--- config.mk ---
export PLATFORM = sky130hd
export DESIGN_NAME = tcov_timer
export DESIGN_NICKNAME = d
export VERILOG_FILES = /design/src/hw/tcov_pkg.sv /design/src/hw/tcov_edge_sync.sv /design/src/hw/tcov_timer.sv
export SDC_FILE = /design/constraint.sdc
export NUM_CORES = 1
export LEC_CHECK = 0
export BUFFER_PORTS_ARGS = -buffer_cell sky130_fd_sc_hd__buf_2
export CAP_MARGIN = 10
export CELL_PAD_IN_SITES_DETAIL_PLACEMENT = 1
export CELL_PAD_IN_SITES_GLOBAL_PLACEMENT = 2
export CORE_MARGIN = 1
export CORE_UTILIZATION = 30
export DETAILED_ROUTE_END_ITERATION = 16
export PLACE_DENSITY = 0.71
export SYNTH_ARGS = -nofsm -noshare
export SYNTH_HDL_FRONTEND = slang
export SYNTH_HIERARCHICAL = 1
export SYNTH_SLANG_ARGS = --single-unit
--- constraint.sdc ---
create_clock -name clk_i -period 2.65 [get_ports clk_i]
set_clock_uncertainty 0.1 [all_clocks]
set_input_delay 0.265 -clock clk_i [delete_from_list [all_inputs] [get_ports clk_i]]
set_output_delay 0.265 -clock clk_i [all_outputs]
set_load 0.005 [all_outputs]
--- src/hw/tcov_pkg.sv ---
`default_nettype none
package tcov_pkg;

  // register byte addresses
  localparam logic [7:0] ADDR_CTRL   = 8'h00;
  localparam logic [7:0] ADDR_COUNT  = 8'h04;
  localparam logic [7:0] ADDR_LIM_HI = 8'h08;
  localparam logic [7:0] ADDR_LIM_LO = 8'h0C;
  localparam logic [7:0] ADDR_EVT    = 8'h10;
  localparam logic [7:0] ADDR_MASK   = 8'h14;
  localparam logic [7:0] ADDR_CMP    = 8'h18;

  // control word field positions
  localparam int CTRL_PIN_EN_BIT = 8;
  localparam int CTRL_FLAG_BIT   = 7;

  // event status bit positions
  localparam int EVT_WRAP   = 0;
  localparam int EVT_CENTER = 1;
  localparam int EVT_MATCH  = 2;
  localparam int EVT_W      = 3;

  // reset and boundary values
  localparam logic [15:0] CNT_RESET   = 16'h0000;
  localparam logic [15:0] CNT_MAX     = 16'hFFFF;
  localparam logic [15:0] CMP_RESET   = 16'h0000;
  localparam logic [7:0]  LIMIT_RESET = 8'h00;
  localparam logic [2:0]  PRE_RESET   = 3'h0;
  localparam int          SYNC_STAGES = 2;

  // counting source to the prescaler
  typedef enum logic [1:0] {
    TCOV_SRC_STOP  = 2'b00,
    TCOV_SRC_BUS   = 2'b01,
    TCOV_SRC_FIXED = 2'b10,
    TCOV_SRC_EXT   = 2'b11
  } tcov_src_t;

  // counting direction in center-aligned mode
  typedef enum logic {
    TCOV_DIR_UP   = 1'b0,
    TCOV_DIR_DOWN = 1'b1
  } tcov_dir_t;

  // control and status word
  typedef struct packed {
    logic      pin_en;
    logic      wrap_flag;
    logic      wrap_irq_enable;
    logic      center_aligned_select;
    tcov_src_t count_source_select;
    logic [2:0] prescale;
  } tcov_ctrl_t;

  localparam tcov_ctrl_t CTRL_RESET = '{1'b0, 1'b0, 1'b0, 1'b0, TCOV_SRC_STOP, 3'h0};

endpackage
`default_nettype wire

--- src/hw/tcov_edge_sync.sv ---
`default_nettype none
module tcov_edge_sync
  import tcov_pkg::*;
(
  input  wire logic clk_i,
  input  wire logic rst_i,
  input  wire logic async_i,
  output logic      rise_o
);

  logic meta_reg;
  logic sync_reg;
  logic prev_reg;

  // two-stage synchroniser, then a delay stage for edge detection
  always_ff @(posedge clk_i)
  begin
    if (rst_i)
    begin
      meta_reg <= 1'b0;
      sync_reg <= 1'b0;
      prev_reg <= 1'b0;
    end
    else
    begin
      meta_reg <= async_i;
      sync_reg <= meta_reg;
      prev_reg <= sync_reg;
    end
  end

  // one-cycle pulse per rising edge of the synchronised input
  assign rise_o = sync_reg & ~prev_reg;

endmodule // tcov_edge_sync
`default_nettype wire

--- src/hw/tcov_timer.sv ---
// Overview of operation
// RULE1 - 16-bit main counter with readable wrap flag reporting overflow.
// RULE2 - interrupt level asserted while wrap flag set and wrap interrupt enabled.
// RULE3 - free run edge-aligned: 0xFFFF wraps to 0x0000, flag sets there.
// RULE4 - nonzero limit, edge-aligned: limit returns to 0x0000, flag sets there.
// RULE5 - center mode reverses at limit; flag sets stepping down; zero is center.
// RULE6 - writing one limit byte suppresses flag until the other is written.
// RULE7 - reset clears limit to zero; zero limit means full range count.
// RULE8 - debug mode halts counter and freezes read coherency latches.
// RULE9 - software must not use input capture on the external clock pin.
// RULE10 - channel still does output compare with external clock, pin untouched.
// RULE11 - software writes both limit bytes soon after overflow or resets counter.
// RULE12 - source select: 00 stop, 01 bus, 10 fixed clock, 11 external pin.
// RULE13 - external clock synchronised by bus clock; must be under quarter rate.
// RULE14 - flag cleared by status read while set, then writing zero; set wins.
// RULE15 - no counting while source is zero; one step per prescaled edge.
//
// Added by the designer: the address map and the Wishbone slave port.
`default_nettype none
module tcov_timer
  import tcov_pkg::*;
(
  input  wire logic        clk_i,
  input  wire logic        rst_i,
  input  wire logic        wb_cyc_i,
  input  wire logic        wb_stb_i,
  input  wire logic        wb_we_i,
  input  wire logic [7:0]  wb_adr_i,
  input  wire logic [3:0]  wb_sel_i,
  input  wire logic [31:0] wb_dat_i,
  output logic      [31:0] wb_dat_o,
  output logic             wb_ack_o,
  input  wire logic        ext_clk_i,
  input  wire logic        fixed_clk_i,
  input  wire logic        dbg_active_i,
  output logic             chan_out_o,
  output logic             chan_oe_o,
  output logic             irq_o
);

  ////////////////////////////////////////////////////////////////////////////
  // declarations

  tcov_ctrl_t        ctrl_reg;
  logic [15:0]       cnt_reg;
  logic [15:0]       cnt_next;
  tcov_dir_t         dir_reg;
  tcov_dir_t         dir_next;
  logic [7:0]        lim_hi_reg;
  logic [7:0]        lim_lo_reg;
  logic [1:0]        lim_pend_reg;
  logic [15:0]       cmp_reg;
  logic [2:0]        pre_cnt_reg;
  logic [EVT_W-1:0]  evt_reg;
  logic [EVT_W-1:0]  mask_reg;
  logic              flag_arm_reg;
  logic [15:0]       latch_reg;
  logic              latch_valid_reg;
  logic              latch_hi_first_reg;
  logic              chan_out_reg;
  logic              ack_reg;
  logic [31:0]       rdata_reg;
  logic              ext_rise;
  logic              fixed_rise;
  logic              src_tick;
  logic              count_step;
  logic [2:0]        pre_mask;
  logic [15:0]       top_val;
  logic              wrap_evt;
  logic              center_evt;
  logic              match_evt;
  logic              access;
  logic              wr;
  logic              rd;
  logic [15:0]       cnt_view;

  // true when the bus addresses the given register
  function automatic logic hit(input logic [7:0] adr, input logic [7:0] base);
    hit = (adr == base);
  endfunction

  assign access = wb_cyc_i & wb_stb_i & ~ack_reg;
  assign wr     = access & wb_we_i;
  assign rd     = access & ~wb_we_i;

  ////////////////////////////////////////////////////////////////////////////
  // counting source and prescaler

  // pin clocks pass a synchroniser on the bus clock
  tcov_edge_sync u_ext_sync (  // [RULE13]
    .clk_i   (clk_i),
    .rst_i   (rst_i),
    .async_i (ext_clk_i),
    .rise_o  (ext_rise)
  );

  tcov_edge_sync u_fixed_sync (
    .clk_i   (clk_i),
    .rst_i   (rst_i),
    .async_i (fixed_clk_i),
    .rise_o  (fixed_rise)
  );

  // source select feeds the prescaler input
  always_comb
  begin
    case (ctrl_reg.count_source_select)  // [RULE12]
      TCOV_SRC_BUS:   src_tick = 1'b1;
      TCOV_SRC_FIXED: src_tick = fixed_rise;
      TCOV_SRC_EXT:   src_tick = ext_rise;
      default:        src_tick = 1'b0;  // stopped [RULE15]
    endcase
  end

  // divide by two to the power of prescale; prescale values above 3 divide by eight
  assign pre_mask   = 3'(~(3'h7 << ctrl_reg.prescale));
  assign count_step = src_tick & ~dbg_active_i
                      & ((pre_cnt_reg & pre_mask) == pre_mask);  // [RULE15] [RULE8]

  // prescaler counter, cleared with the main counter
  always_ff @(posedge clk_i)
  begin
    if (rst_i)
      pre_cnt_reg <= PRE_RESET;
    else if (wr && hit(wb_adr_i, ADDR_COUNT))
      pre_cnt_reg <= PRE_RESET;
    else if (src_tick && !dbg_active_i)
      pre_cnt_reg <= pre_cnt_reg + 3'h1;
  end

  ////////////////////////////////////////////////////////////////////////////
  // main counter

  // zero limit means full range
  assign top_val = ({lim_hi_reg, lim_lo_reg} == 16'h0000) ? CNT_MAX
                   : {lim_hi_reg, lim_lo_reg};  // [RULE7]

  // next count, direction and period events
  always_comb
  begin
    cnt_next   = cnt_reg;
    dir_next   = dir_reg;
    wrap_evt   = 1'b0;
    center_evt = 1'b0;
    if (!ctrl_reg.center_aligned_select)
    begin
      dir_next = TCOV_DIR_UP;
      if (cnt_reg == top_val)
      begin
        cnt_next = CNT_RESET;  // [RULE3] [RULE4]
        wrap_evt = 1'b1;
      end
      else
        cnt_next = cnt_reg + 16'h0001;
    end
    else if (dir_reg == TCOV_DIR_UP)
    begin
      if (cnt_reg == top_val)
      begin
        cnt_next = cnt_reg - 16'h0001;  // reverse at limit [RULE5]
        dir_next = TCOV_DIR_DOWN;
        wrap_evt = 1'b1;
      end
      else
        cnt_next = cnt_reg + 16'h0001;
    end
    else
    begin
      if (cnt_reg == CNT_RESET)
      begin
        cnt_next   = 16'h0001;  // period center
        dir_next   = TCOV_DIR_UP;
        center_evt = 1'b1;
      end
      else
        cnt_next = cnt_reg - 16'h0001;
    end
  end

  // counter register; a write to the count register restarts it
  always_ff @(posedge clk_i)
  begin
    if (rst_i)
    begin
      cnt_reg <= CNT_RESET;
      dir_reg <= TCOV_DIR_UP;
    end
    else if (wr && hit(wb_adr_i, ADDR_COUNT))
    begin
      cnt_reg <= CNT_RESET;
      dir_reg <= TCOV_DIR_UP;
    end
    else if (count_step)
    begin
      cnt_reg <= cnt_next;  // [RULE1]
      dir_reg <= dir_next;
    end
  end

  ////////////////////////////////////////////////////////////////////////////
  // limit registers and write pairing

  // limit bytes
  always_ff @(posedge clk_i)
  begin
    if (rst_i)
    begin
      lim_hi_reg <= LIMIT_RESET;  // [RULE7]
      lim_lo_reg <= LIMIT_RESET;
    end
    else if (wr && wb_sel_i[0])
    begin
      if (hit(wb_adr_i, ADDR_LIM_HI))
        lim_hi_reg <= wb_dat_i[7:0];
      else if (hit(wb_adr_i, ADDR_LIM_LO))
        lim_lo_reg <= wb_dat_i[7:0];
    end
  end

  // bit1: high written awaiting low, bit0: low written awaiting high
  always_ff @(posedge clk_i)
  begin
    if (rst_i)
      lim_pend_reg <= 2'h0;
    else if (wr && wb_sel_i[0])
    begin
      if (hit(wb_adr_i, ADDR_LIM_HI))
        lim_pend_reg <= lim_pend_reg[0] ? 2'h0 : 2'h2;  // [RULE6]
      else if (hit(wb_adr_i, ADDR_LIM_LO))
        lim_pend_reg <= lim_pend_reg[1] ? 2'h0 : 2'h1;  // [RULE6]
    end
  end

  ////////////////////////////////////////////////////////////////////////////
  // control register and wrap flag

  // software control fields and wrap flag, one process for the whole word
  always_ff @(posedge clk_i)
  begin
    if (rst_i)
      ctrl_reg <= CTRL_RESET;
    else
    begin
      if (wr && hit(wb_adr_i, ADDR_CTRL))
      begin
        if (wb_sel_i[1])
          ctrl_reg.pin_en <= wb_dat_i[CTRL_PIN_EN_BIT];
        if (wb_sel_i[0])
        begin
          ctrl_reg.wrap_irq_enable       <= wb_dat_i[6];
          ctrl_reg.center_aligned_select <= wb_dat_i[5];
          ctrl_reg.count_source_select   <= tcov_src_t'(wb_dat_i[4:3]);
          ctrl_reg.prescale              <= wb_dat_i[2:0];
        end
      end
      // wrap flag: set beats clear; a limit pair in progress masks the wrap
      if (count_step && wrap_evt && (lim_pend_reg == 2'h0))
        ctrl_reg.wrap_flag <= 1'b1;  // [RULE3] [RULE4] [RULE5] [RULE6] [RULE14]
      else if (wr && hit(wb_adr_i, ADDR_CTRL) && wb_sel_i[0] && flag_arm_reg
               && !wb_dat_i[CTRL_FLAG_BIT])
        ctrl_reg.wrap_flag <= 1'b0;  // [RULE14]
    end
  end

  // reading the control word with the flag set arms the clear
  always_ff @(posedge clk_i)
  begin
    if (rst_i)
      flag_arm_reg <= 1'b0;
    else if (wr && hit(wb_adr_i, ADDR_CTRL))
      flag_arm_reg <= 1'b0;
    else if (rd && hit(wb_adr_i, ADDR_CTRL) && ctrl_reg.wrap_flag)
      flag_arm_reg <= 1'b1;  // [RULE14]
  end

  // compare match on a counting step at the current value
  assign match_evt = count_step & (cnt_reg == cmp_reg);

  ////////////////////////////////////////////////////////////////////////////
  // event status, mask and compare channel

  // sticky events, write one to clear, set wins
  always_ff @(posedge clk_i)
  begin
    if (rst_i)
      evt_reg <= '0;
    else
      evt_reg <= (evt_reg & ~((wr && hit(wb_adr_i, ADDR_EVT) && wb_sel_i[0])
                              ? wb_dat_i[EVT_W-1:0] : {EVT_W{1'b0}}))
                 | {match_evt,
                    count_step & center_evt,
                    count_step & wrap_evt & (lim_pend_reg == 2'h0)};  // [RULE6]
  end

  // mask and compare value
  always_ff @(posedge clk_i)
  begin
    if (rst_i)
    begin
      mask_reg <= '0;
      cmp_reg  <= CMP_RESET;
    end
    else if (wr)
    begin
      if (hit(wb_adr_i, ADDR_MASK) && wb_sel_i[0])
        mask_reg <= wb_dat_i[EVT_W-1:0];
      else if (hit(wb_adr_i, ADDR_CMP))
      begin
        if (wb_sel_i[0])
          cmp_reg[7:0] <= wb_dat_i[7:0];
        if (wb_sel_i[1])
          cmp_reg[15:8] <= wb_dat_i[15:8];
      end
    end
  end

  // output compare toggles the channel whatever the source
  always_ff @(posedge clk_i)
  begin
    if (rst_i)
      chan_out_reg <= 1'b0;
    else if (match_evt)
      chan_out_reg <= ~chan_out_reg;  // [RULE10]
  end

  assign chan_out_o = chan_out_reg;
  // pin stays undriven while it supplies the external clock
  assign chan_oe_o  = ctrl_reg.pin_en
                      & (ctrl_reg.count_source_select != TCOV_SRC_EXT);  // [RULE10] [RULE9]

  // interrupt level
  assign irq_o = (ctrl_reg.wrap_flag & ctrl_reg.wrap_irq_enable)  // [RULE2]
                 | (|(evt_reg & mask_reg));

  ////////////////////////////////////////////////////////////////////////////
  // counter read coherency

  // single-byte reads latch the other byte until it is read
  always_ff @(posedge clk_i)
  begin
    if (rst_i)
    begin
      latch_reg          <= CNT_RESET;
      latch_valid_reg    <= 1'b0;
      latch_hi_first_reg <= 1'b0;
    end
    else if (rd && hit(wb_adr_i, ADDR_COUNT) && !dbg_active_i)  // frozen in debug [RULE8]
    begin
      if (wb_sel_i[1:0] == 2'b11)
        latch_valid_reg <= 1'b0;
      else if (wb_sel_i[1] != wb_sel_i[0])
      begin
        if (!latch_valid_reg)
        begin
          latch_reg          <= cnt_reg;
          latch_valid_reg    <= 1'b1;
          latch_hi_first_reg <= wb_sel_i[1];
        end
        else if (latch_hi_first_reg != wb_sel_i[1])
          latch_valid_reg <= 1'b0;
      end
    end
  end

  assign cnt_view = latch_valid_reg ? latch_reg : cnt_reg;

  ////////////////////////////////////////////////////////////////////////////
  // wishbone slave

  // one-cycle acknowledge, dropped in the following cycle
  always_ff @(posedge clk_i)
  begin
    if (rst_i)
      ack_reg <= 1'b0;
    else
      ack_reg <= wb_cyc_i & wb_stb_i & ~ack_reg;
  end

  // read data captured with the access; unmapped reads return zero
  always_ff @(posedge clk_i)
  begin
    if (rst_i)
      rdata_reg <= 32'h0000_0000;
    else if (rd)
    begin
      if (hit(wb_adr_i, ADDR_CTRL))
        rdata_reg <= {23'h000000, ctrl_reg};  // [RULE1]
      else if (hit(wb_adr_i, ADDR_COUNT))
        rdata_reg <= {16'h0000, cnt_view};
      else if (hit(wb_adr_i, ADDR_LIM_HI))
        rdata_reg <= {24'h000000, lim_hi_reg};
      else if (hit(wb_adr_i, ADDR_LIM_LO))
        rdata_reg <= {24'h000000, lim_lo_reg};
      else if (hit(wb_adr_i, ADDR_EVT))
        rdata_reg <= {29'h00000000, evt_reg};
      else if (hit(wb_adr_i, ADDR_MASK))
        rdata_reg <= {29'h00000000, mask_reg};
      else if (hit(wb_adr_i, ADDR_CMP))
        rdata_reg <= {16'h0000, cmp_reg};
      else
        rdata_reg <= 32'h0000_0000;
    end
  end

  assign wb_ack_o = ack_reg;
  assign wb_dat_o = rdata_reg;

endmodule // tcov_timer
`default_nettype wire

-- Yosys cells after proc, flatten, opt, wreduce, memory -nomap -nowiden
Index checks and enable logic that the tools add are counted.
- $mul: 0
- reductions and logical operators: 39
- mux-type cells: 35
- eq/ne operators: 16
- add/sub/neg operators: 3
- bitwise gates (word level): 31
- div/mod/pow operators: 0
- $lt $le $gt $ge: 0
- shift-type cells: 1
- operator list (kind ; number):
    two-way mux 16 bit ; 14
    equality test 16 bit ; 2
    logical NOT 16 bit ; 2
    equality test 8 x 5 -> 1 bit, second input constant ; 3
    adder 16 x 1 -> 16 bit, second input constant ; 1
    equality test 8 x 4 -> 1 bit, second input constant ; 2
    logical AND 1 bit ; 16
    two-way mux 1 bit ; 16
    subtractor 16 x 1 -> 16 bit, second input constant ; 1
    bitwise AND 1 bit ; 14
    AND reduction 2 bit ; 6
    AND reduction 4 bit ; 3
    NOT 1 bit ; 10
    bitwise AND 3 bit ; 3
    equality test 8 x 3 -> 1 bit, second input constant ; 1
    logical NOT 8 bit ; 1
    equality test 2 bit, second input constant ; 3
    two-way mux 2 bit ; 3
    NOT 3 bit ; 2
    AND reduction 3 bit ; 2
    nonzero test 2 bit ; 3
    OR reduction 2 bit ; 2
    adder 3 x 1 -> 3 bit, second input constant ; 1
    equality test 3 bit ; 1
    11 further kinds ; 13
- latch bits: 0
- bits in read-only memories: 0
- register bits: 128
- bits in writable memories: 0
- output and inout port bits: 36
- memories kept: 0
- input port bits: 52

-- Logic depth before layout (Yosys ltp)
Gate-level depths: netlist of the first run.
- word-level depth: 9
- mapped depth: 10
- mapped depth without buffers: 8

-- Modules after synthesis
Netlist of the first run, hierarchy kept.
- by module, submodules not included (module ; cells each ; area each (um^2) ; sequential area each (um^2) ; instances):
    tcov_timer ; 755 ; 6246.0 ; 2122.0 ; 1
    tcov_edge_sync ; 7 ; 87.6 ; 60.1 ; 2

-- Worst setup path before layout of the first run
Ideal clock, no wire load.
- kind: reg2reg
- from: register lim_lo_reg[3]
- to: register cnt_reg[13]
- cell stages (with the launch flop): 11
- path buffers: 2
- data arrival time: 2544 ps
- path slack: -119 ps
- cell sequence: dfxtp_1 -> nor4_2 -> buf_6 -> a41oi_1 -> xnor2_1 -> nor4_2 -> and4_4 -> a21oi_2 -> buf_6 -> a221oi_2 -> o22ai_1
- word-level cells in the longest chain between the ends: 6
- elaborated cells on any way between the ends: 7
- those cells by class: eq/ne: 1; mux: 5; reduce/logical: 1
- RTL lines (what ; line ; source):
    start, declared ; tcov_timer.sv:50 ; logic [7:0] lim_lo_reg;
    start signal, assigned ; tcov_timer.sv:216 ; lim_lo_reg <= wb_dat_i[7:0];
    logical NOT 16 bit ; tcov_timer.sv:135 ; assign top_val = ({lim_hi_reg, lim_lo_reg} == 16'h0000) ? CNT_MAX
    two-way mux 16 bit (*) ; tcov_timer.sv:135 ;
    equality test 16 bit (*) ; tcov_timer.sv:148, tcov_timer.sv:158 ;
    two-way mux 16 bit ; tcov_timer.sv:158 ; if (cnt_reg == top_val)
    two-way mux 16 bit ; tcov_timer.sv:156 ; else if (dir_reg == TCOV_DIR_UP)
    two-way mux 16 bit (*) ; tcov_timer.sv:145 ; if (!ctrl_reg.center_aligned_select)
    end signal, assigned ; tcov_timer.sv:195 ; cnt_reg <= cnt_next;
    end, declared ; tcov_timer.sv:45 ; logic [15:0] cnt_reg;
Every way passes the cells marked *; elsewhere a longest branch is shown, timed or not.
A chain may end at the register's enable or synchronous reset.

-- Worst setup path in the final report of the first run
- from: register lim_hi_reg[1]
- to: register cnt_reg[12]
- word-level cells in the longest chain between the ends: 6
- elaborated cells on any way between the ends: 7
- those cells by class: eq/ne: 1; mux: 5; reduce/logical: 1
- RTL lines (what ; line ; source):
    start, declared ; tcov_timer.sv:49 ; logic [7:0] lim_hi_reg;
    start signal, assigned ; tcov_timer.sv:214 ; lim_hi_reg <= wb_dat_i[7:0];
    logical NOT 16 bit ; tcov_timer.sv:135 ;
    two-way mux 16 bit (*) ; tcov_timer.sv:135 ;
    equality test 16 bit (*) ; tcov_timer.sv:148, tcov_timer.sv:158 ;
    two-way mux 16 bit ; tcov_timer.sv:158 ;
    two-way mux 16 bit ; tcov_timer.sv:156 ;
    two-way mux 16 bit (*) ; tcov_timer.sv:145 ;
Marked as above.

==> results.txt, run 1 <==
CP arrival - 2.94 ns
register bit total from synthesis - 112
MaxCap Viol Count - 0
dominant synthesized flop cell - dfxtp_1
Placed Cells - 1,138
Fmax - 358 MHz
Total GRT Usage - 21.1%
nets - 943
cts bufs inserted - 9
initial antenna violation count - 0
Synth async-reset ratio - 0%
hold path cells - 2
Finished Cell Area - 8160 um^2
antenna viol nets, final - 0
setup repair after global routing missed its margin - true
Final WS setup - -0.140 ns
clock tree buffer depth - 2
Mapped Cells - 769
GP Congestion - 0.837
Post-DP HPWL - 17.2 mm
Pwr Total - 3330 uW
Post-Layout Cell Count - 1,165
residual DRC count - 0
cells on worst reg2reg path - 12
fin. max-slew vios - 0
Layout Utilization - 38.8%
DR iter-0 viols - 415
Final Hold Viols - 0
P&R area growth vs syn - 27.1%
CP Launch Type - flop
crit path capture type - flop
Tightest Pin Transition - 1.02 ns
final setup fails - 16
HP Class - in2reg
failing checks - negative setup slack
synth warn - 6
WL/cell - 19.7 um
cell taking the most area after synthesis - dfxtp_1
top cell type's share of synthesized area - 34.9%
CTS tree - built
vias in the first global route - 6,498
Root Driver - clkbuf_16
Avg Cell Area, Syn - 8.35 um^2
port bufs - 53
Cell Area, Synth - 6420 um^2
Tmin final - 2.79 ns
CP max FO - 8
Worst VDD drop - 0.282 mV
P per Cell Area - 408 nW/um^2
drt first pass iters - 5
status - finished with violations
largest net degree at the start of global routing - 93
Post-synth EDFFs - 0
Synth cell types - 75
reg-to-reg slack, setup - -0.14 ns
Sinks on Clock Net - 112
synth top area cells - dfxtp_1, mux2i_1, xnor2_1, nor2_1, a21oi_1
global route overflow - 0
final worst path period share - 105%
Vias/cell - 5.36
Hold Crit Endpoint - u_ext_sync/meta_reg$_SDFF_PP0_
share of cells above drive strength 1 - 27.3%
worst skew pair latency - 0.37 ns
RR Startpoint - lim_hi_reg[1]$_SDFFE_PP0P_
commonest cells in the netlist - dfxtp_1, nor2_1, nand2_1
Initial Util - 30.5%
Placed Instance Area - 7540 um^2
Seq/Total Area, Yosys - 34.9%
RR Endpoint - cnt_reg[12]$_SDFFE_PP0P_
DR vias - 6,243
cell with the most instances after synthesis - dfxtp_1
chip height - 148 um
Hold Path Origin - ext_clk_i
Crit Path Category - reg2reg
Worst-path clk slew - 0.08 ns
Critical Path RT - 2.80 ns
H-Tree Depth - 3
first-pass GRT wire length - 35.7 mm
die width - 148 um
Slew headroom - 32.1%
Row Count - 53
Die ar. - 22,000 um^2
n_diodes - 0
core area - 21,000 um^2
P_leak - 0.00313 uW
routed wire length - 23.0 mm
WHS - 0.00887 ns
# IOs - 88
timing repair:
| action | 4_1_cts | 5_1_grt |
|---|---|---|
| resized for setup | 6 | 28 |
| setup buffers | 1 | 7 |
| hold buffers | 1 | 0 |
| endpoints found under the setup margin | 16 | 18 |
| gates cloned | 0 | 2 |
| pin swaps | 3 | 18 |
| endpoints found under the hold margin | 1 | 0 |
cell families (layout without fill, tap and decap cells):
family,count (synthesis),count (layout),synth area share [%]
and+or+nand+nor,286,286,22.5
AOI/OAI and AO/OA,181,181,20.4
DFF,112,112,34.9
buffers and inverters,89,195,6.74
muxes,53,53,8.69
xor gates and xnor gates,41,41,5.59
adders and majority gates,6,6,1.17
other,1,16,0.0584
cell type report:
type                       instances  area (um^2)
clock inverter                     6         60.1
fill                            2496        12900
multi-input combinational        583         3980
tap                              275          344
sequential                       112         2250
clock buffer                      10          239
inverter                          16         60.1
timing repair buffer             163         1230
metrics by stage:
| step | worst slack (ns) | setup TNS (ns) |
|---|---|---|
| after CTS | -0.0734 | -0.395 |
| after detailed placement | -0.230 | -1.52 |
| final | -0.140 | -1.40 |
| after global routing | -0.236 | -3.49 |
| after floorplan | 0.00242 | 0 |
| after global placement | -0.0781 | -0.193 |
how the worst max path moves through the flow:
stage	start	endpoint	slack (ns)	depth (start not counted)
after global routing	lim_hi_reg[0]$_SDFFE_PP0P_	cnt_reg[13]$_SDFFE_PP0P_	-0.24	12
after detailed placement	lim_hi_reg[1]$_SDFFE_PP0P_	cnt_reg[12]$_SDFFE_PP0P_	-0.23	10
after floorplan	lim_lo_reg[6]$_SDFFE_PP0P_	cnt_reg[13]$_SDFFE_PP0P_	0.002	10
final	lim_hi_reg[1]$_SDFFE_PP0P_	cnt_reg[12]$_SDFFE_PP0P_	-0.14	12
after global placement	lim_hi_reg[1]$_SDFFE_PP0P_	cnt_reg[12]$_SDFFE_PP0P_	-0.08	10
after CTS	lim_hi_reg[6]$_SDFFE_PP0P_	cnt_reg[2]$_SDFFE_PP0P_	-0.07	11
where the power goes:
part / internal, uW / total (uW) / switching [uW]
clock: 691 / 1440 / 746
sequential: 1700 / 1700 / 6.45
combinational: 64.6 / 186 / 122
total: 2450 / 3330 / 875
worst max-delay path, stage by stage, from the launching register on:
cell and delay [ns]:
dfxtp_2 0.34, nor4_4 0.26, buf_4 0.19, buf_12 0.13, a41oi_4 0.11, xnor2_1 0.15, nor4_2 0.34, buf_4 0.17
and4_4 0.24, a21oi_4 0.08, buf_6 0.21, a221oi_2 0.28, a211oi_2 0.07
layer usage:
layer,part of all wire [%],global-route usage [%],up-vias
met2,49,35.5,122
met1,46,27.7,3128
met3,3.5,2.76,27
met4,1.8,6.65,0
li1,-,-,2966
met5,0,0,-
cells in the final DEF, fill, tap and decap left out, types with 9 or more instances in the layout:
cell	Yosys	layout
dfxtp_1	112	109
buf_4	17	93
nor2_1	83	81
nand2_1	73	73
a21oi_1	59	56
buf_2	4	53
mux2i_1	40	40
xnor2_1	37	37
nor3_1	27	27
nand3_1	26	25
o21ai_0	23	23
conb_1	1	16
inv_1	15	15
mux2_2	12	12
a221oi_1	13	12
clkbuf_16	0	11
a22oi_1	11	10
and3_1	9	9
nor2b_1	9	9
a41oi_1	15	9
No activity file was read; power rests on OpenSTA's default activity.
==> run 2, diff against run 1 <==
==> constraint.sdc (replaced) <==
create_clock -name clk_i -period 2.45 [get_ports clk_i]
set_clock_uncertainty 0.1 [all_clocks]
set_input_delay 0.245 -clock clk_i [delete_from_list [all_inputs] [get_ports clk_i]]
set_output_delay 0.245 -clock clk_i [all_outputs]
set_load 0.005 [all_outputs]
==> results.txt, run 2 (synthesis results as in run 1) <==
P&R area growth vs syn - 27.8%
chip height - 148 um
Pwr Total - 3610 uW
Crit-path slowest cell - dfxtp_2
worst skew pair latency - 0.36 ns
fin. max-slew vios - 0
residual DRC count - 0
hold path cells - 3
Placed Instance Area - 7590 um^2
core area - 21,000 um^2
drt first pass iters - 5
port bufs - 53
Initial Util - 30.5%
Critical Path RT - 2.64 ns
Sinks on Clock Net - 112
Post-Layout Cell Count - 1,167
Worst-path clk slew - 0.08 ns
crit path cell chain - nor4_4, buf_12, a41oi_2, xnor2_1, nor4_2, buf_4, nand4_4, buf_12, a21oi_4, buf_6, a22oi_1, o22ai_1
Worst VDD drop - 0.364 mV
GP Congestion - 0.834
crit path capture type - flop
Crit Path Category - reg2reg
failing checks - negative setup slack
Crit. path cell count - 12
share of cells above drive strength 1 - 28.7%
setup repair after global routing missed its margin - true
Slew headroom - 31.0%
CP arrival - 2.88 ns
met1 Use GR - 28.4%
clock tree buffer depth - 2
H-Tree Depth - 3
global route overflow - 0
first-pass GRT wire length - 35.9 mm
WHS - 0.0179 ns
GR Util met3 - 3.19%
Tmin final - 2.69 ns
Vias/cell - 5.35
MaxCap Viol Count - 0
Most Frequent Cell on Critical Path - buf_12
Final WS setup - -0.236 ns
crit-path max cell delay - 0.34 ns
DR iter-0 viols - 239
Sequential Area - 2250 um^2
vias in the first global route - 6,384
filler instances - 2,475
Row Count - 53
HP Class - in2reg
largest net degree at the start of global routing - 93
final setup fails - 18
WL/cell - 20.0 um
n_diodes - 0
Fmax - 372 MHz
initial antenna violation count - 1
Die ar. - 22,000 um^2
Placed Cells - 1,138
commonest non-fill, non-tap cell in the layout - dfxtp_1
die width - 148 um
P_leak - 0.00314 uW
P per Cell Area - 440 nW/um^2
DR vias - 6,246
multi-input logic area - 4030 um^2
nets - 946
# IOs - 88
CP Launch Type - flop
CP bufs+invs - 4
Tightest Pin Transition - 1.03 ns
Total GRT Usage - 21.3%
most frequent cells in the layout - dfxtp_1, buf_4, nor2_1
final worst path period share - 110%
CP max FO - 16
met2 Resource Use GR - 35.4%
routed wire length - 23.3 mm
Final Hold Viols - 0
cells on worst reg2reg path - 12
Root Driver - clkbuf_16
cts bufs inserted - 9
GR peak layer - met2
CTS tree - built
Post-DP HPWL - 17.6 mm
Worst path top cell family by delay - simple AND/OR/NAND/NOR gates
Finished Cell Area - 8200 um^2
status - finished with violations
antenna viol nets, final - 0
## run 2: changes by cell type in the layout (fill, tap and decap cells not counted), sizes merged
| cell | change |
|---|---|
| buf | +4 |
| inv | -3 |
| clkbuf | -2 |
| bufinv | +1 |
| clkinvlp | +1 |
| dlygate4sd3 | +1 |
## run 2: final cells by class
| cell class | instances | area share [%] |
|---|---|---|
| Multi-Input combinational cell | 583 | 49.2 |
| Sequential cell | 112 | 27.4 |
| Timing Repair Buffer | 166 | 14.8 |
| Tap cell | 275 | 4.19 |
| Clock buffer | 10 | 2.91 |
| Clock inverter | 5 | 0.808 |
| Inverter | 16 | 0.732 |
## run 2: final timing paths
check | endpoint | start | slack [ns]
worst max register to register | cnt_reg[13]$_SDFFE_PP0P_ | lim_lo_reg[6]$_SDFFE_PP0P_ | -0.24
worst min register to register | u_ext_sync/sync_reg$_SDFF_PP0_ | u_ext_sync/meta_reg$_SDFF_PP0_ | 0.35
worst max-delay path | cnt_reg[13]$_SDFFE_PP0P_ | lim_lo_reg[6]$_SDFFE_PP0P_ | -0.24
worst min-delay path | cmp_reg[12]$_SDFFE_PP0P_ | wb_dat_i[12] | 0.02
## run 2: power by group
part	internal, uW	switching (uW)
logic	70.4	135
registers	1830	6.99
clock network	828	736
total	2730	878
## run 2: metrics by stage
stage | worst slack [ns] | TNS [ns] | util (%)
3_3_place_gp | -0.349 | -4.56 | 36.1
6_report | -0.236 | -3.28 | 39.0
5_1_grt | -0.379 | -5.69 | 39.0
2_1_floorplan | -0.157 | -1.39 | -
3_5_place_dp | -0.445 | -6.18 | 36.1
4_1_cts | -0.260 | -3.16 | 38.2
## run 2: timing repair
| item | 4_1_cts | 5_1_grt |
|---|---|---|
| gates cloned | 0 | 0 |
| hold endpoints to repair | 2 | 0 |
| buffers inserted | 6 | 6 |
| hold buffers | 2 | 0 |
| gates resized for setup | 14 | 24 |
| endpoints found under the setup margin | 18 | 18 |
| pin swaps | 11 | 28 |
## run 2: metal layers
metal  share of wire, %  routed length (um)  vias up
met5              0.056                  13        -
met4                1.8                 419        2
met3                2.9                 684       27
met2                 48               11100      117
met1                 47               11000     3129
li1                   -                   -     2971
## run 2: tightest hold or removal path, cell delays in order
cell and delay (ns):
buf_2 0.08, mux2i_1 0.06, nor2_1 0.07
==> run 3, diff against run 2 <==
--- a/config.mk
+++ b/config.mk
@@ -9,7 +9,6 @@
 export CAP_MARGIN = 10
 export CELL_PAD_IN_SITES_DETAIL_PLACEMENT = 1
 export CELL_PAD_IN_SITES_GLOBAL_PLACEMENT = 2
-export CORE_MARGIN = 1
 export CORE_UTILIZATION = 30
 export DETAILED_ROUTE_END_ITERATION = 16
 export PLACE_DENSITY = 0.71
==> constraint.sdc (replaced) <==
create_clock -name clk_i -period 2.45 [get_ports clk_i]
set_clock_uncertainty 0.1 [all_clocks]
set_input_delay 0.49 -clock clk_i [delete_from_list [all_inputs] [get_ports clk_i]]
set_output_delay 0.49 -clock clk_i [all_outputs]
set_load 0.005 [all_outputs]
==> results.txt, run 3 (synthesis results as in run 1) <==
Clk pwr share - 44.7%
Worst-path clk slew - 0.09 ns
DR iter-0 viols - 398
port bufs - 53
setup repair after global routing missed its margin - true
cts bufs inserted - 9
sequential power share - 49.6%
Total GRT Usage - 21.1%
Hold Crit Endpoint - u_fixed_sync/meta_reg$_SDFF_PP0_
CTS tree - built
Vias/cell - 5.32
final worst path period share - 115%
Root Driver - clkbuf_16
failing checks - negative setup slack
HP Class - in2reg
residual DRC count - 0
hold path cells - 2
fin. max-slew vios - 0
Die ar. - 22,000 um^2
crit path capture type - flop
worst skew pair latency - 0.37 ns
n_diodes - 0
share of cells above drive strength 1 - 30.8%
chip height - 148 um
P&R area growth vs syn - 31.4%
Fmax - 354 MHz
Internal Power - 2740 uW
global route overflow - 0
vias in the first global route - 6,350
Crit-path slowest cell - nor4_2
Sinks on Clock Net - 112
first-pass GRT wire length - 35.6 mm
reg-to-reg slack, setup - -0.37 ns
combinational cell fraction of total power - 5.8%
Final TNS setup - -5.24 ns
Critical Path RT - 2.63 ns
Finished Cell Area - 8440 um^2
most frequent cells in the layout - buf_4, dfxtp_1, nor2_1
initial antenna violation count - 0
core area - 21,000 um^2
Worst VDD drop - 0.328 mV
Hold Path Origin - fixed_clk_i
Post-DP HPWL - 17.4 mm
commonest non-fill, non-tap cell in the layout - buf_4
Placement Setup Slack - -0.472 ns
Row Count - 53
RR Endpoint - cnt_reg[6]$_SDFFE_PP0P_
P_leak - 0.00326 uW
switch share - 26.2%
clock tree buffer depth - 2
die width - 148 um
hold_buf cts - 0
largest net degree at the start of global routing - 87
routed wire length - 23.1 mm
Final WS setup - -0.372 ns
Net Sw Power - 974 uW
status - finished with violations
crit path cell chain - nor4_4, buf_4, buf_4, a41oi_2, xnor2_1, nor4_2, buf_4, nand4_4, buf_12, buf_8, a31oi_4, a221oi_2, o22a_1
crit-path max cell delay - 0.37 ns
CP bufs+invs - 5
drt first pass iters - 5
Worst path top cell family by delay - simple AND/OR/NAND/NOR gates
CP Launch Type - flop
CP max FO - 6
CP arrival - 3.00 ns
GP Congestion - 0.863
Initial Util - 30.5%
Slew headroom - 38.9%
# IOs - 88
cells on worst reg2reg path - 13
DR vias - 6,317
Tmin final - 2.82 ns
Crit Path Category - reg2reg
WL/cell - 19.5 um
nets - 966
P per Cell Area - 440 nW/um^2
Tightest Pin Transition - 0.916 ns
Pwr Total - 3720 uW
MaxCap Viol Count - 0
final setup fails - 19
RR Startpoint - lim_lo_reg[0]$_SDFFE_PP0P_
antenna viol nets, final - 0
Final Hold Viols - 0
Most Frequent Cell on Critical Path - buf_4
H-Tree Depth - 3
Placed Instance Area - 7740 um^2
==> run 3: metal layers <==
metal  wire [um]  global-route usage (%)  share of wire, %
met4         242                    4.28               1.0
met2       11400                    35.9                49
met3         872                    3.31               3.8
met5           0                       0                 0
met1       10600                    28.1                46
==> run 3: repair_timing <==
| action | CTS | global route |
|---|---|---|
| setup endpoints to repair | 19 | 19 |
| resized for setup | 22 | 16 |
| buffers inserted | 10 | 9 |
| cloned | 0 | 1 |
| pin swaps | 22 | 30 |
==> run 3: worst reg2reg max path: stages (launching register included) <==
cell,delay (ns)
dfxtp_2,0.34
nor4_4,0.28
buf_4,0.19
buf_4,0.11
a41oi_2,0.09
xnor2_1,0.16
nor4_2,0.37
buf_4,0.19
nand4_4,0.14
buf_12,0.17
buf_8,0.12
a31oi_4,0.20
a221oi_2,0.09
o22a_1,0.18
==> run 3: cell type report <==
cell class                 instances  area, um^2
inverter                          16        60.1
clock buffer                       9         225
tap                              275         344
fill                            2479       12600
timing repair buffer             186        1410
sequential                       112        2250
multi-input combinational        583        4050
clock inverter                     7        98.8
==> run 3: power groups by stage <==
| stage | Sequential [uW] | Clock (uW) | Combinational (uW) |
|---|---|---|---|
| 6_report | 1840 | 1660 | 214 |
| 5_1_grt | 1840 | 1750 | 232 |
| 4_1_cts | 1840 | 1700 | 212 |
| 3_5_place_dp | 1880 | 0 | 211 |
| 3_3_place_gp | 1880 | 0 | 206 |
| 2_1_floorplan | 1880 | 0 | 117 |
==> run 3: how the worst max path moves through the flow <==
stage                                from                       end  slack [ns]  cells past startpoint
2_1_floorplan  lim_lo_reg[6]$_SDFFE_PP0P_  cnt_reg[13]$_SDFFE_PP0P_       -0.16                     10
3_5_place_dp   lim_lo_reg[0]$_SDFFE_PP0P_  cnt_reg[12]$_SDFFE_PP0P_       -0.47                     10
6_report       lim_lo_reg[0]$_SDFFE_PP0P_   cnt_reg[6]$_SDFFE_PP0P_       -0.37                     13
5_1_grt        lim_lo_reg[0]$_SDFFE_PP0P_   cnt_reg[6]$_SDFFE_PP0P_       -0.47                     13
3_3_place_gp   lim_lo_reg[0]$_SDFFE_PP0P_  cnt_reg[12]$_SDFFE_PP0P_       -0.32                     10
4_1_cts        lim_hi_reg[0]$_SDFFE_PP0P_   cnt_reg[9]$_SDFFE_PP0P_       -0.35                     12
==> run 3: through the flow <==
step           instances  hold WS, ns  util, %
2_1_floorplan        784        0.314        -
3_3_place_gp        1152        0.328     36.8
3_5_place_dp        1152        0.342     36.8
4_1_cts             1178        0.210     39.4
5_1_grt             1188        0.219     40.1
6_report            1188        0.220     40.1
